--- src/simd_alu_pkg.sv ---
// Purpose: Shared constants and types for the packed add/subtract and test ALU slice.
// Assumes: A 32-bit Avalon-MM slave with byte addressing and one wait state.
// Notes: Offsets, command layout and register indices are local encodings.
package simd_alu_pkg;

    localparam int ADDR_W = 5;
    localparam int DATA_W = 32;
    localparam int BE_W = 4;

    localparam logic [ADDR_W-1:0] OFS_FIRST_OPERAND = 5'h00;
    localparam logic [ADDR_W-1:0] OFS_SECOND_OPERAND = 5'h04;
    localparam logic [ADDR_W-1:0] OFS_COMMAND = 5'h08;
    localparam logic [ADDR_W-1:0] OFS_RESULT = 5'h0c;
    localparam logic [ADDR_W-1:0] OFS_STATUS_WORD = 5'h10;
    localparam logic [ADDR_W-1:0] OFS_ERROR_STATUS = 5'h14;

    localparam int FLAG_N_POS = 31;
    localparam int FLAG_Z_POS = 30;
    localparam int FLAG_C_POS = 29;
    localparam int FLAG_V_POS = 28;
    localparam int ERROR_BIT_POS = 0;
    localparam int COUNT_LSB_POS = 16;
    localparam int COUNT_W = 16;

    localparam logic [3:0] STACK_POINTER_INDEX = 4'hd;
    localparam logic [3:0] PROGRAM_COUNTER_INDEX = 4'hf;

    localparam logic [DATA_W-1:0] OPERAND_RESET = 32'h0000_0000;
    localparam logic [3:0] FLAGS_RESET = 4'h0;
    localparam logic [COUNT_W-1:0] COUNT_RESET = 16'h0000;

    typedef enum logic [3:0] {
        op_signed_add_sub_exchange,
        op_signed_sub_add_exchange,
        op_bit_test_and,
        op_equivalence_test_xor,
        op_unsigned_packed_halfword_add,
        op_unsigned_packed_byte_add,
        op_unsigned_add_sub_exchange,
        op_unsigned_sub_add_exchange,
        op_unsigned_halving_halfword_add,
        op_unsigned_halving_byte_add,
        op_unsigned_halving_add_sub_exchange,
        op_unsigned_halving_sub_add_exchange
    } op_type;

    localparam logic [3:0] OP_COUNT = 4'hc;

    typedef struct packed {
        logic [13:0] reserved;
        logic carry_valid;
        logic carry_in;
        logic [3:0] dest_idx;
        logic [3:0] first_idx;
        logic [3:0] second_idx;
        logic [3:0] op_code;
    } cmd_type;

    typedef struct packed {
        logic read;
        logic write;
        logic [ADDR_W-1:0] address;
        logic [BE_W-1:0] byteenable;
        logic [DATA_W-1:0] writedata;
    } av_req_type;

endpackage

--- src/simd_halfword_byte_add_sub_test_alu.sv ---
// Purpose: Packed halfword add/subtract, byte add and bit/equivalence test ALU slice.
// Assumes: Avalon-MM master on mclk_in; every access answers after one wait state.
// Notes: Writing a legal command to the command offset executes one operation on the stored operands.
`timescale 1ns/10ps
module simd_halfword_byte_add_sub_test_alu (
    input wire logic mclk_in,
    input wire logic sys_rst_in,
    input wire simd_alu_pkg::av_req_type avalon_in,
    output logic avalon_waitrequest_out,
    output logic [simd_alu_pkg::DATA_W-1:0] avalon_readdata_out,
    output logic [simd_alu_pkg::DATA_W-1:0] result_out,
    output logic [3:0] flags_out
);
    import simd_alu_pkg::*;

    logic ack_reg;
    logic access;
    logic wr_take;
    logic [DATA_W-1:0] readdata_reg;
    logic [DATA_W-1:0] read_mux;
    logic [DATA_W-1:0] first_operand_reg;
    logic [DATA_W-1:0] second_operand_reg;
    logic [DATA_W-1:0] result_reg;
    logic [DATA_W-1:0] last_cmd_reg;
    logic [3:0] flags_reg;
    logic [3:0] flags_next;
    logic error_reg;
    logic error_next;
    logic [COUNT_W-1:0] exec_count_reg;
    cmd_type cmd;
    op_type op;
    logic op_known;
    logic reg_bad;
    logic cmd_write;
    logic cmd_legal;
    logic cmd_illegal;
    logic is_test;
    logic [DATA_W-1:0] alu_res;
    logic [16:0] sum_hi_blo;
    logic [16:0] dif_hi_blo;
    logic [16:0] sum_lo_bhi;
    logic [16:0] dif_lo_bhi;
    logic [16:0] sum_hi_bhi;
    logic [16:0] sum_lo_blo;
    logic [8:0] byte_sum [4];

    // Each halfword lane is formed one bit wider than its operands.
    function automatic logic [16:0] lane16(input logic [15:0] x, input logic [15:0] y,
                                            input logic sub);
        logic [16:0] xe;
        logic [16:0] ye;
        xe = {1'b0, x};
        ye = {1'b0, y};
        lane16 = sub ? (xe - ye) : (xe + ye);
    endfunction

    function automatic logic [DATA_W-1:0] merge_bytes(input logic [DATA_W-1:0] old_v,
                                                      input logic [DATA_W-1:0] new_v,
                                                      input logic [BE_W-1:0] be);
        logic [DATA_W-1:0] v;
        v = old_v;
        for (int i = 0; i < BE_W; i++) begin
            if (be[i]) begin
                v[i*8 +: 8] = new_v[i*8 +: 8];
            end
        end
        merge_bytes = v;
    endfunction

    // One wait state on every access gives the read mux a full cycle.
    assign access = avalon_in.read | avalon_in.write;
    assign avalon_waitrequest_out = access & ~ack_reg;
    assign wr_take = avalon_in.write & ack_reg;
    assign avalon_readdata_out = readdata_reg;
    assign result_out = result_reg;
    assign flags_out = flags_reg;

    always_ff @(posedge mclk_in or posedge sys_rst_in) begin
        if (sys_rst_in) begin
            ack_reg <= 1'b0;
        end else begin
            ack_reg <= access & ~ack_reg;
        end
    end

    always_comb begin
        read_mux = '0;
        unique case (avalon_in.address)
            OFS_FIRST_OPERAND: read_mux = first_operand_reg;
            OFS_SECOND_OPERAND: read_mux = second_operand_reg;
            OFS_COMMAND: read_mux = last_cmd_reg;
            OFS_RESULT: read_mux = result_reg;
            OFS_STATUS_WORD: read_mux[FLAG_N_POS -: 4] = flags_reg;
            OFS_ERROR_STATUS: begin
                read_mux[COUNT_LSB_POS +: COUNT_W] = exec_count_reg;
                read_mux[ERROR_BIT_POS] = error_reg;
            end
            default: read_mux = '0;
        endcase
    end

    always_ff @(posedge mclk_in or posedge sys_rst_in) begin
        if (sys_rst_in) begin
            readdata_reg <= '0;
        end else if (avalon_in.read & ~ack_reg) begin
            readdata_reg <= read_mux;
        end
    end

    always_ff @(posedge mclk_in or posedge sys_rst_in) begin
        if (sys_rst_in) begin
            first_operand_reg <= OPERAND_RESET;
        end else if (wr_take && avalon_in.address == OFS_FIRST_OPERAND) begin
            first_operand_reg <= merge_bytes(first_operand_reg, avalon_in.writedata,
                                             avalon_in.byteenable);
        end
    end

    always_ff @(posedge mclk_in or posedge sys_rst_in) begin
        if (sys_rst_in) begin
            second_operand_reg <= OPERAND_RESET;
        end else if (wr_take && avalon_in.address == OFS_SECOND_OPERAND) begin
            second_operand_reg <= merge_bytes(second_operand_reg, avalon_in.writedata,
                                              avalon_in.byteenable);
        end
    end

    // Command decode; codes past the last operation are refused.
    assign cmd = cmd_type'(avalon_in.writedata);
    assign op = op_type'(cmd.op_code);
    assign op_known = cmd.op_code < OP_COUNT;
    assign is_test = (op == op_bit_test_and) || (op == op_equivalence_test_xor);
    assign cmd_write = wr_take && (avalon_in.address == OFS_COMMAND);

    always_comb begin
        reg_bad = (cmd.first_idx == STACK_POINTER_INDEX) ||
                  (cmd.first_idx == PROGRAM_COUNTER_INDEX) ||
                  (cmd.second_idx == STACK_POINTER_INDEX) ||
                  (cmd.second_idx == PROGRAM_COUNTER_INDEX);
        if (!is_test) begin
            reg_bad = reg_bad || (cmd.dest_idx == STACK_POINTER_INDEX) ||
                      (cmd.dest_idx == PROGRAM_COUNTER_INDEX);
        end
    end

    assign cmd_legal = cmd_write & op_known & ~reg_bad;
    assign cmd_illegal = cmd_write & ~(op_known & ~reg_bad);

    always_comb begin
        sum_hi_blo = lane16(first_operand_reg[31:16], second_operand_reg[15:0], 1'b0);
        dif_hi_blo = lane16(first_operand_reg[31:16], second_operand_reg[15:0], 1'b1);
        sum_lo_bhi = lane16(first_operand_reg[15:0], second_operand_reg[31:16], 1'b0);
        dif_lo_bhi = lane16(first_operand_reg[15:0], second_operand_reg[31:16], 1'b1);
        sum_hi_bhi = lane16(first_operand_reg[31:16], second_operand_reg[31:16], 1'b0);
        sum_lo_blo = lane16(first_operand_reg[15:0], second_operand_reg[15:0], 1'b0);
        for (int i = 0; i < 4; i++) begin
            byte_sum[i] = {1'b0, first_operand_reg[i*8 +: 8]} +
                          {1'b0, second_operand_reg[i*8 +: 8]};
        end
    end

    always_comb begin
        alu_res = '0;
        unique case (op)
            op_signed_add_sub_exchange: begin
                alu_res[31:16] = sum_hi_blo[15:0];
                alu_res[15:0] = dif_hi_blo[15:0];
            end
            op_signed_sub_add_exchange: begin
                alu_res[31:16] = dif_hi_blo[15:0];
                alu_res[15:0] = sum_lo_bhi[15:0];
            end
            op_bit_test_and: alu_res = first_operand_reg & second_operand_reg;
            op_equivalence_test_xor: alu_res = first_operand_reg ^ second_operand_reg;
            op_unsigned_packed_halfword_add: begin
                alu_res[31:16] = sum_hi_bhi[15:0];
                alu_res[15:0] = sum_lo_blo[15:0];
            end
            op_unsigned_packed_byte_add: begin
                for (int i = 0; i < 4; i++) begin
                    alu_res[i*8 +: 8] = byte_sum[i][7:0];
                end
            end
            op_unsigned_add_sub_exchange: begin
                alu_res[15:0] = dif_lo_bhi[15:0];
                alu_res[31:16] = sum_hi_blo[15:0];
            end
            op_unsigned_sub_add_exchange: begin
                alu_res[15:0] = sum_lo_bhi[15:0];
                alu_res[31:16] = dif_hi_blo[15:0];
            end
            op_unsigned_halving_halfword_add: begin
                alu_res[31:16] = sum_hi_bhi[16:1];
                alu_res[15:0] = sum_lo_blo[16:1];
            end
            op_unsigned_halving_byte_add: begin
                for (int i = 0; i < 4; i++) begin
                    alu_res[i*8 +: 8] = byte_sum[i][8:1];
                end
            end
            op_unsigned_halving_add_sub_exchange: begin
                alu_res[31:16] = sum_hi_blo[16:1];
                alu_res[15:0] = dif_lo_bhi[16:1];
            end
            op_unsigned_halving_sub_add_exchange: begin
                alu_res[31:16] = dif_hi_blo[16:1];
                alu_res[15:0] = sum_lo_bhi[16:1];
            end
            // Codes past the last operation reach here whenever writedata carries them, with or without a bus write.
            default: alu_res = '0;
        endcase
    end

    // A test writes no destination, so the result holds its last value.
    always_ff @(posedge mclk_in or posedge sys_rst_in) begin
        if (sys_rst_in) begin
            result_reg <= OPERAND_RESET;
        end else if (cmd_legal && !is_test) begin
            result_reg <= alu_res;
        end
    end

    always_comb begin
        flags_next = flags_reg;
        if (wr_take && avalon_in.address == OFS_STATUS_WORD && avalon_in.byteenable[3]) begin
            flags_next = avalon_in.writedata[FLAG_N_POS -: 4];
        end
        if (cmd_legal && is_test) begin
            flags_next[3] = alu_res[31];
            flags_next[2] = (alu_res == '0);
            if (cmd.carry_valid) begin
                flags_next[1] = cmd.carry_in;
            end
            flags_next[0] = flags_reg[0];
        end
    end

    always_ff @(posedge mclk_in or posedge sys_rst_in) begin
        if (sys_rst_in) begin
            flags_reg <= FLAGS_RESET;
        end else begin
            flags_reg <= flags_next;
        end
    end

    // A refused command and a clear cannot share an edge, but set still wins.
    assign error_next = cmd_illegal |
        (error_reg & ~(wr_take && avalon_in.address == OFS_ERROR_STATUS &&
                       avalon_in.byteenable[0] && avalon_in.writedata[ERROR_BIT_POS]));

    always_ff @(posedge mclk_in or posedge sys_rst_in) begin
        if (sys_rst_in) begin
            error_reg <= 1'b0;
        end else begin
            error_reg <= error_next;
        end
    end

    always_ff @(posedge mclk_in or posedge sys_rst_in) begin
        if (sys_rst_in) begin
            last_cmd_reg <= OPERAND_RESET;
        end else if (cmd_write) begin
            last_cmd_reg <= avalon_in.writedata;
        end
    end

    // The counter wraps; software compares two readings, not absolute values.
    always_ff @(posedge mclk_in or posedge sys_rst_in) begin
        if (sys_rst_in) begin
            exec_count_reg <= COUNT_RESET;
        end else if (cmd_legal) begin
            exec_count_reg <= exec_count_reg + 16'h0001;
        end
    end

endmodule

--- config.mk ---
export PLATFORM = sky130hd
export DESIGN_NAME = simd_halfword_byte_add_sub_test_alu
export DESIGN_NICKNAME = d
export VERILOG_FILES = /design/src/simd_alu_pkg.sv /design/src/simd_halfword_byte_add_sub_test_alu.sv
export SDC_FILE = /design/constraint.sdc
export NUM_CORES = 1
export LEC_CHECK = 0
export BUFFER_PORTS_ARGS = -buffer_cell sky130_fd_sc_hd__buf_2
export CORE_MARGIN = 1
export CORE_UTILIZATION = 60
export CTS_BUF_LIST = sky130_fd_sc_hd__clkbuf_4 sky130_fd_sc_hd__clkbuf_8
export CTS_CLUSTER_SIZE = 12
export DETAILED_ROUTE_END_ITERATION = 7
export PLACE_DENSITY = 0.8
export RECOVER_POWER = 25
export SETUP_SLACK_MARGIN = 0.2
export SLEW_MARGIN = 30
export SYNTH_ARGS = -nofsm -noshare
export SYNTH_HDL_FRONTEND = slang
export SYNTH_SLANG_ARGS = --single-unit
--- constraint.sdc ---
create_clock -name mclk_in -period 10.7 [get_ports mclk_in]
set_input_delay 0.535 -clock mclk_in [delete_from_list [all_inputs] [get_ports mclk_in]]
set_output_delay 0.535 -clock mclk_in [all_outputs]
set_load 0.01 [all_outputs]
# Word level (Yosys, flattened, before mapping)
# Cells that the tools add are included.
[word_totals] word_cells=108 reg_bits=182 input_bits=45 out_inout_bits=69
[op_classes] bitwise=17 n_lt_le_gt_ge=1 n_eq_ne=22 add_sub_neg=11 reduce_logical=31 muxes=9
[op_table] operator="$pmux W32 S11" count=1
[op_table] operator="$add A16 B16 Y17" count=4
[op_table] operator="$pmux W12 S5" count=1
[op_table] operator="$pmux W15 S4" count=1
[op_table] operator="$eq A4 B4 Y1 const B" count=10
[op_table] operator="$add A8 B8 Y9" count=4
[op_table] operator="$sub A16 B16 Y17" count=2
[op_table] operator="$and A32 B32 Y32" count=1
[op_table] operator="$logic_not A32 Y1" count=1
[op_table] operator="$xor A32 B32 Y32" count=1
[op_table] operator="$pmux W4 S6" count=1
[op_table] operator="$reduce_and A2 Y1" count=9
[op_table] operator="$add A16 B1 Y16 const B" count=1
[op_table] operator="$eq A4 B3 Y1 const B" count=4
[op_table] operator="$eq A5 B4 Y1 const B" count=2
[op_table] operator="$eq A5 B5 Y1 const B" count=2
[op_table] operator="$logic_and A1 B1 Y1" count=10
[op_table] operator="$and A1 B1 Y1" count=8
[op_table] operator="$eq A4 B2 Y1 const B" count=2
[op_table] operator="$mux W4" count=2
[op_table] operator="$logic_or A1 B1 Y1" count=6
[op_table] operator="$eq A5 B3 Y1 const B" count=1
[op_table] operator="$logic_not A5 Y1" count=1
[op_table] operator="$not A1 Y1" count=5
[op_table] operator="9 further kinds" count=11

# Longest topological paths before layout
[logic_depth] depth_word=12 ltp_mapped=16

# Least setup slack after synthesis
# No wires, ideal clock.
[synth_timing] path_type="register to register" start="reg second_operand_reg[16]" end="reg flags_reg[2], in the netlist flags_out[2]" synth_period_minus_slack_ns=3.372 slack_ns=7.328 arrival_ns=3.280 required_ns=10.608 path_stages_with_launch=14 path_cell_list="dfrtp_1 > ha_1 > fa_1 > a211oi_1 > o21a_1 > o31ai_1 > a21oi_1 > o22ai_1 > nor2_1 > nor2_1 > a211oi_1 > a31oi_1 > or3b_2 > o31ai_2"
[synth_via] elab_chain_cells=4
[synth_lines] element="start, declared" line="simd_halfword_byte_add_sub_test_alu.sv:22" text="logic [DATA_W-1:0] second_operand_reg;"
[synth_lines] element="start signal, assigned" line="simd_halfword_byte_add_sub_test_alu.sv:123" text="second_operand_reg <= merge_bytes(second_operand_reg, avalon_in.writedata,"
[synth_lines] element="$add A16 B16 Y17, or another cell as far along"
[synth_lines] element="$pmux W32 S11 *" line="simd_halfword_byte_add_sub_test_alu.sv:164" text="unique case (op)"
[synth_lines] element="$logic_not A32 Y1 *" line="simd_halfword_byte_add_sub_test_alu.sv:230" text="flags_next[2] = (alu_res == '0);"
[synth_lines] element="$mux W4 *" line="simd_halfword_byte_add_sub_test_alu.sv:228" text="if (cmd_legal && is_test) begin"
[synth_lines] element="end signal, assigned" line="simd_halfword_byte_add_sub_test_alu.sv:242" text="flags_reg <= flags_next;"
[synth_lines] element="end, declared" line="simd_halfword_byte_add_sub_test_alu.sv:25" text="logic [3:0] flags_reg;"
# Every way passes the cells marked *; elsewhere a longest branch is shown, timed or not.
# A chain may end at the register's enable or synchronous reset.

# Worst setup path after layout
[layout_timing] start="reg second_operand_reg[23]" end="reg flags_reg[2], in the netlist flags_out[2]"
# Same word-level chain as after synthesis.

==> run metrics <==
fin util=65.0%; # setup viols final=0; Routed WL=64.8 mm; CTS Buf Count=17; Synthesized Nets=2209; Area Growth Syn to Fin=6.13%; Synth Area in Compound Gates=26.8%; Yosys warning count=0; ys async rst share=100%; global route overflow=0; row count=60; Critical Path RT=11.09 ns; share of layout cells above drive strength 1=between 10% and 20%; Die H=168 um; Resized cells post-CTS=0; Slew headroom=-213%; cells on worst reg2reg path=13; register bit total from synthesis=182; Avg Cell Area, Syn=between 8 and 9 um2; quantity of hold-fixing buffers added after cts=0; XOR/XNOR Fraction of Synth Area=4.63%; IO Port Bufs=113; clock slew at reported path FFs=0.13 ns; mux cell area share after synthesis=4.75%; Post-Route Setup TNS=0 ns; worst min path class=in2reg; Detailed Place HPWL=49.0 mm; initial drt markers=2442; largest family of logic cells by synthesized area=compound AO/OA/AOI/OAI gates; WHS Path Cells=3; switching power=1.30 mW; CP Launch Type=flip-flop; Synth Area in Simple Gates=21.8%; Setup CP Type=reg2reg; Die Span X=168 um; Diodes inserted=0; Setup Skew=0.0252 ns; Leak=8.05 nW; status=finished, violations left; Syn Std Cell Area=between 15000 and 20000 um2; Setup Fix Bufs, Post-CTS=0; period utilization=41.2%; clock share of power=around a fifth; Peak VDD IR=0.0000955 V; Final Hold Vio Count=0; Clock Tree Buf Depth=2; reg2reg end=flags_out[2]$_DFFE_PP0P_; first-pass GRT wire length=~97 mm; commonest cells after routing, fill and taps aside=315 x nand2_1, 182 x dfrtp_1, 150 x o21ai_0; Min-Delay Endpoint=last_cmd_reg[21]$_DFFE_PP0P_; Max-Cap Viols=1; clk root buf=clkbuf_8; Max Freq=227 MHz; Layout fillers=about 2.3k; combinational fraction of design power=about half; vias in the first global route=16.0k; Final nets=about 2.2k; commonest non-fill, non-tap cell in the layout=nand2_1; Initial Util=61.2%; full die area=28200 um2; CTS tree=yes; drt pass-1 iters=6; CTS H-tree lvls=4; hold path startpoint=avalon_in[21]; CP Data Arrival Time=4.81 ns; flop2flop setup slack=6.29 ns; unrepaired setup endpoints after global routing=no; max-slew violations=105; sequential share of the synthesized area=27.6%; initial antenna violation count=0; Num Clock Sinks=182; ANT nets after route=0; gpl congestion=1.01; pin count of the biggest net entering global routing=105; Reg2Reg Launch Point=second_operand_reg[23]$_DFFE_PP0P_; DR vias/cell=7.20; Via Count=17.4k; post-synthesis adder-cell area fraction=8.48%; Post-synth EDFFs=0; clk_lat worst skew=0.49 ns; switch share=47.3%; Power per Cell Area=about 160 nW/um2; Top Ports=114; main flop type after synthesis=dfrtp_1; Avg WL per Cell=26.9 um; failing checks=capacitance limit, slew limit; CORE AREA=27000 um2; Yosys cell types=100; Critical Path End Type=flip-flop; Seq pwr share=30.7%; Int Power=roughly 1.4 mW; fin crit period=4.41 ns; crit-path max FO=17; Post-Synthesis Cells=2057; Residual DRC=0; GRT Overall Usage=45.7%; worst-margin pin slew=4.67 ns
-- Yosys cell counts (29+ instances only) --
library cell  instances  share of area [%]
and3_1               37                1.4
nand2_1             316                7.2
a22o_1               39                2.1
buf_2                30               0.91
nand3_1              46                1.4
mux2_2               35                2.4
mux2i_1              39                2.4
xor2_1               31                1.6
a221oi_1             29                1.5
nor3_1               40                1.2
ha_1                 99                7.5
nor2_1              125                2.8
dfrtp_1             182                 28
clkbuf_1            107                2.4
o21ai_0             150                4.5
xnor2_1              53                2.8
a21oi_1              97                2.9
inv_1                73                1.7
a22oi_1              32                1.5
-- logic make-up (layout without fill, tap and decap cells) --
group	Yosys count	count (layout)
DFF	182	182
adders and majority gates	107	107
xor gates and xnor gates	85	85
muxes	74	74
AOI/OAI and AO/OA	630	630
buffers and inverters	233	250
and+or+nand+nor	746	746
-- layer usage --
layer | up-vias | share of wire [%] | track usage [%]
met2 | 1334 | 41 | 66.2
met1 | 8291 | 40 | 63.9
met5 | - | 0 | 0
li1 | 7570 | - | -
met3 | 181 | 15 | 13.8
met4 | 0 | 3.9 | 17.0
-- power by group through the flow --
stage                     combinational [mW]  sequential (mW)  clock, mW
after floorplan                        0.972            0.812          0
after global placement                  1.32            0.843          0
after detailed placement                1.32            0.847          0
after CTS                               1.33            0.834      0.514
after global routing                    1.48            0.845      0.540
final                                   1.39            0.844      0.516
-- worst max-delay path by stage --
stage                                                   from                  endpoint  slack [ns]
after floorplan                                   sys_rst_in         ack_reg$_DFF_PP0_        5.22
after detailed placement                        avalon_in[2]  flags_out[2]$_DFFE_PP0P_        6.28
final                     second_operand_reg[23]$_DFFE_PP0P_  flags_out[2]$_DFFE_PP0P_        6.29
after global routing        first_operand_reg[1]$_DFFE_PP0P_  flags_out[2]$_DFFE_PP0P_        6.09
after global placement                          avalon_in[2]  flags_out[2]$_DFFE_PP0P_        6.31
after CTS                 second_operand_reg[24]$_DFFE_PP0P_  flags_out[2]$_DFFE_PP0P_        6.48
-- area by class of cell --
| class | instances | area, um2 | share of cell area, % |
|---|---|---|---|
| multi-input combinational | 1642 | 11000 | 62.9 |
| clock inverter | 15 | 196 | 1.12 |
| sequential | 182 | 4550 | 26.0 |
| clock buffer | 17 | 234 | 1.34 |
| tap | 341 | 427 | 2.44 |
| inverter | 75 | 283 | 1.61 |
| timing repair buffer | 143 | 807 | 4.61 |
-- stage by stage --
stage               instance area (um2)  total power [mW]  worst slack (ns)  instances  hold WS [ns]
detailed placement                17100              2.17              6.28       2382         0.462
global placement                  17100              2.17              6.31       2382         0.453
global route                      17500              2.87              6.09       2415         0.275
CTS                               17500              2.68              6.48       2414         0.176
finish                            17500              2.75              6.29       2415         0.285
floorplan                         16500              1.78              5.22       2057         0.445
-- critical path, stage by stage, from the launching register on --
cell	delay (ns)
dfrtp_1	0.54
inv_1	0.21
ha_1	0.65
a21o_1	0.26
a21o_1	0.12
o311ai_0	0.26
o21ai_0	0.70
nor3_1	0.08
o21ai_0	0.17
o21ai_0	0.11
nor4_1	0.66
and3_1	0.27
nand4_1	0.10
o31ai_2	0.20
Power figures use the tool's default switching activity.
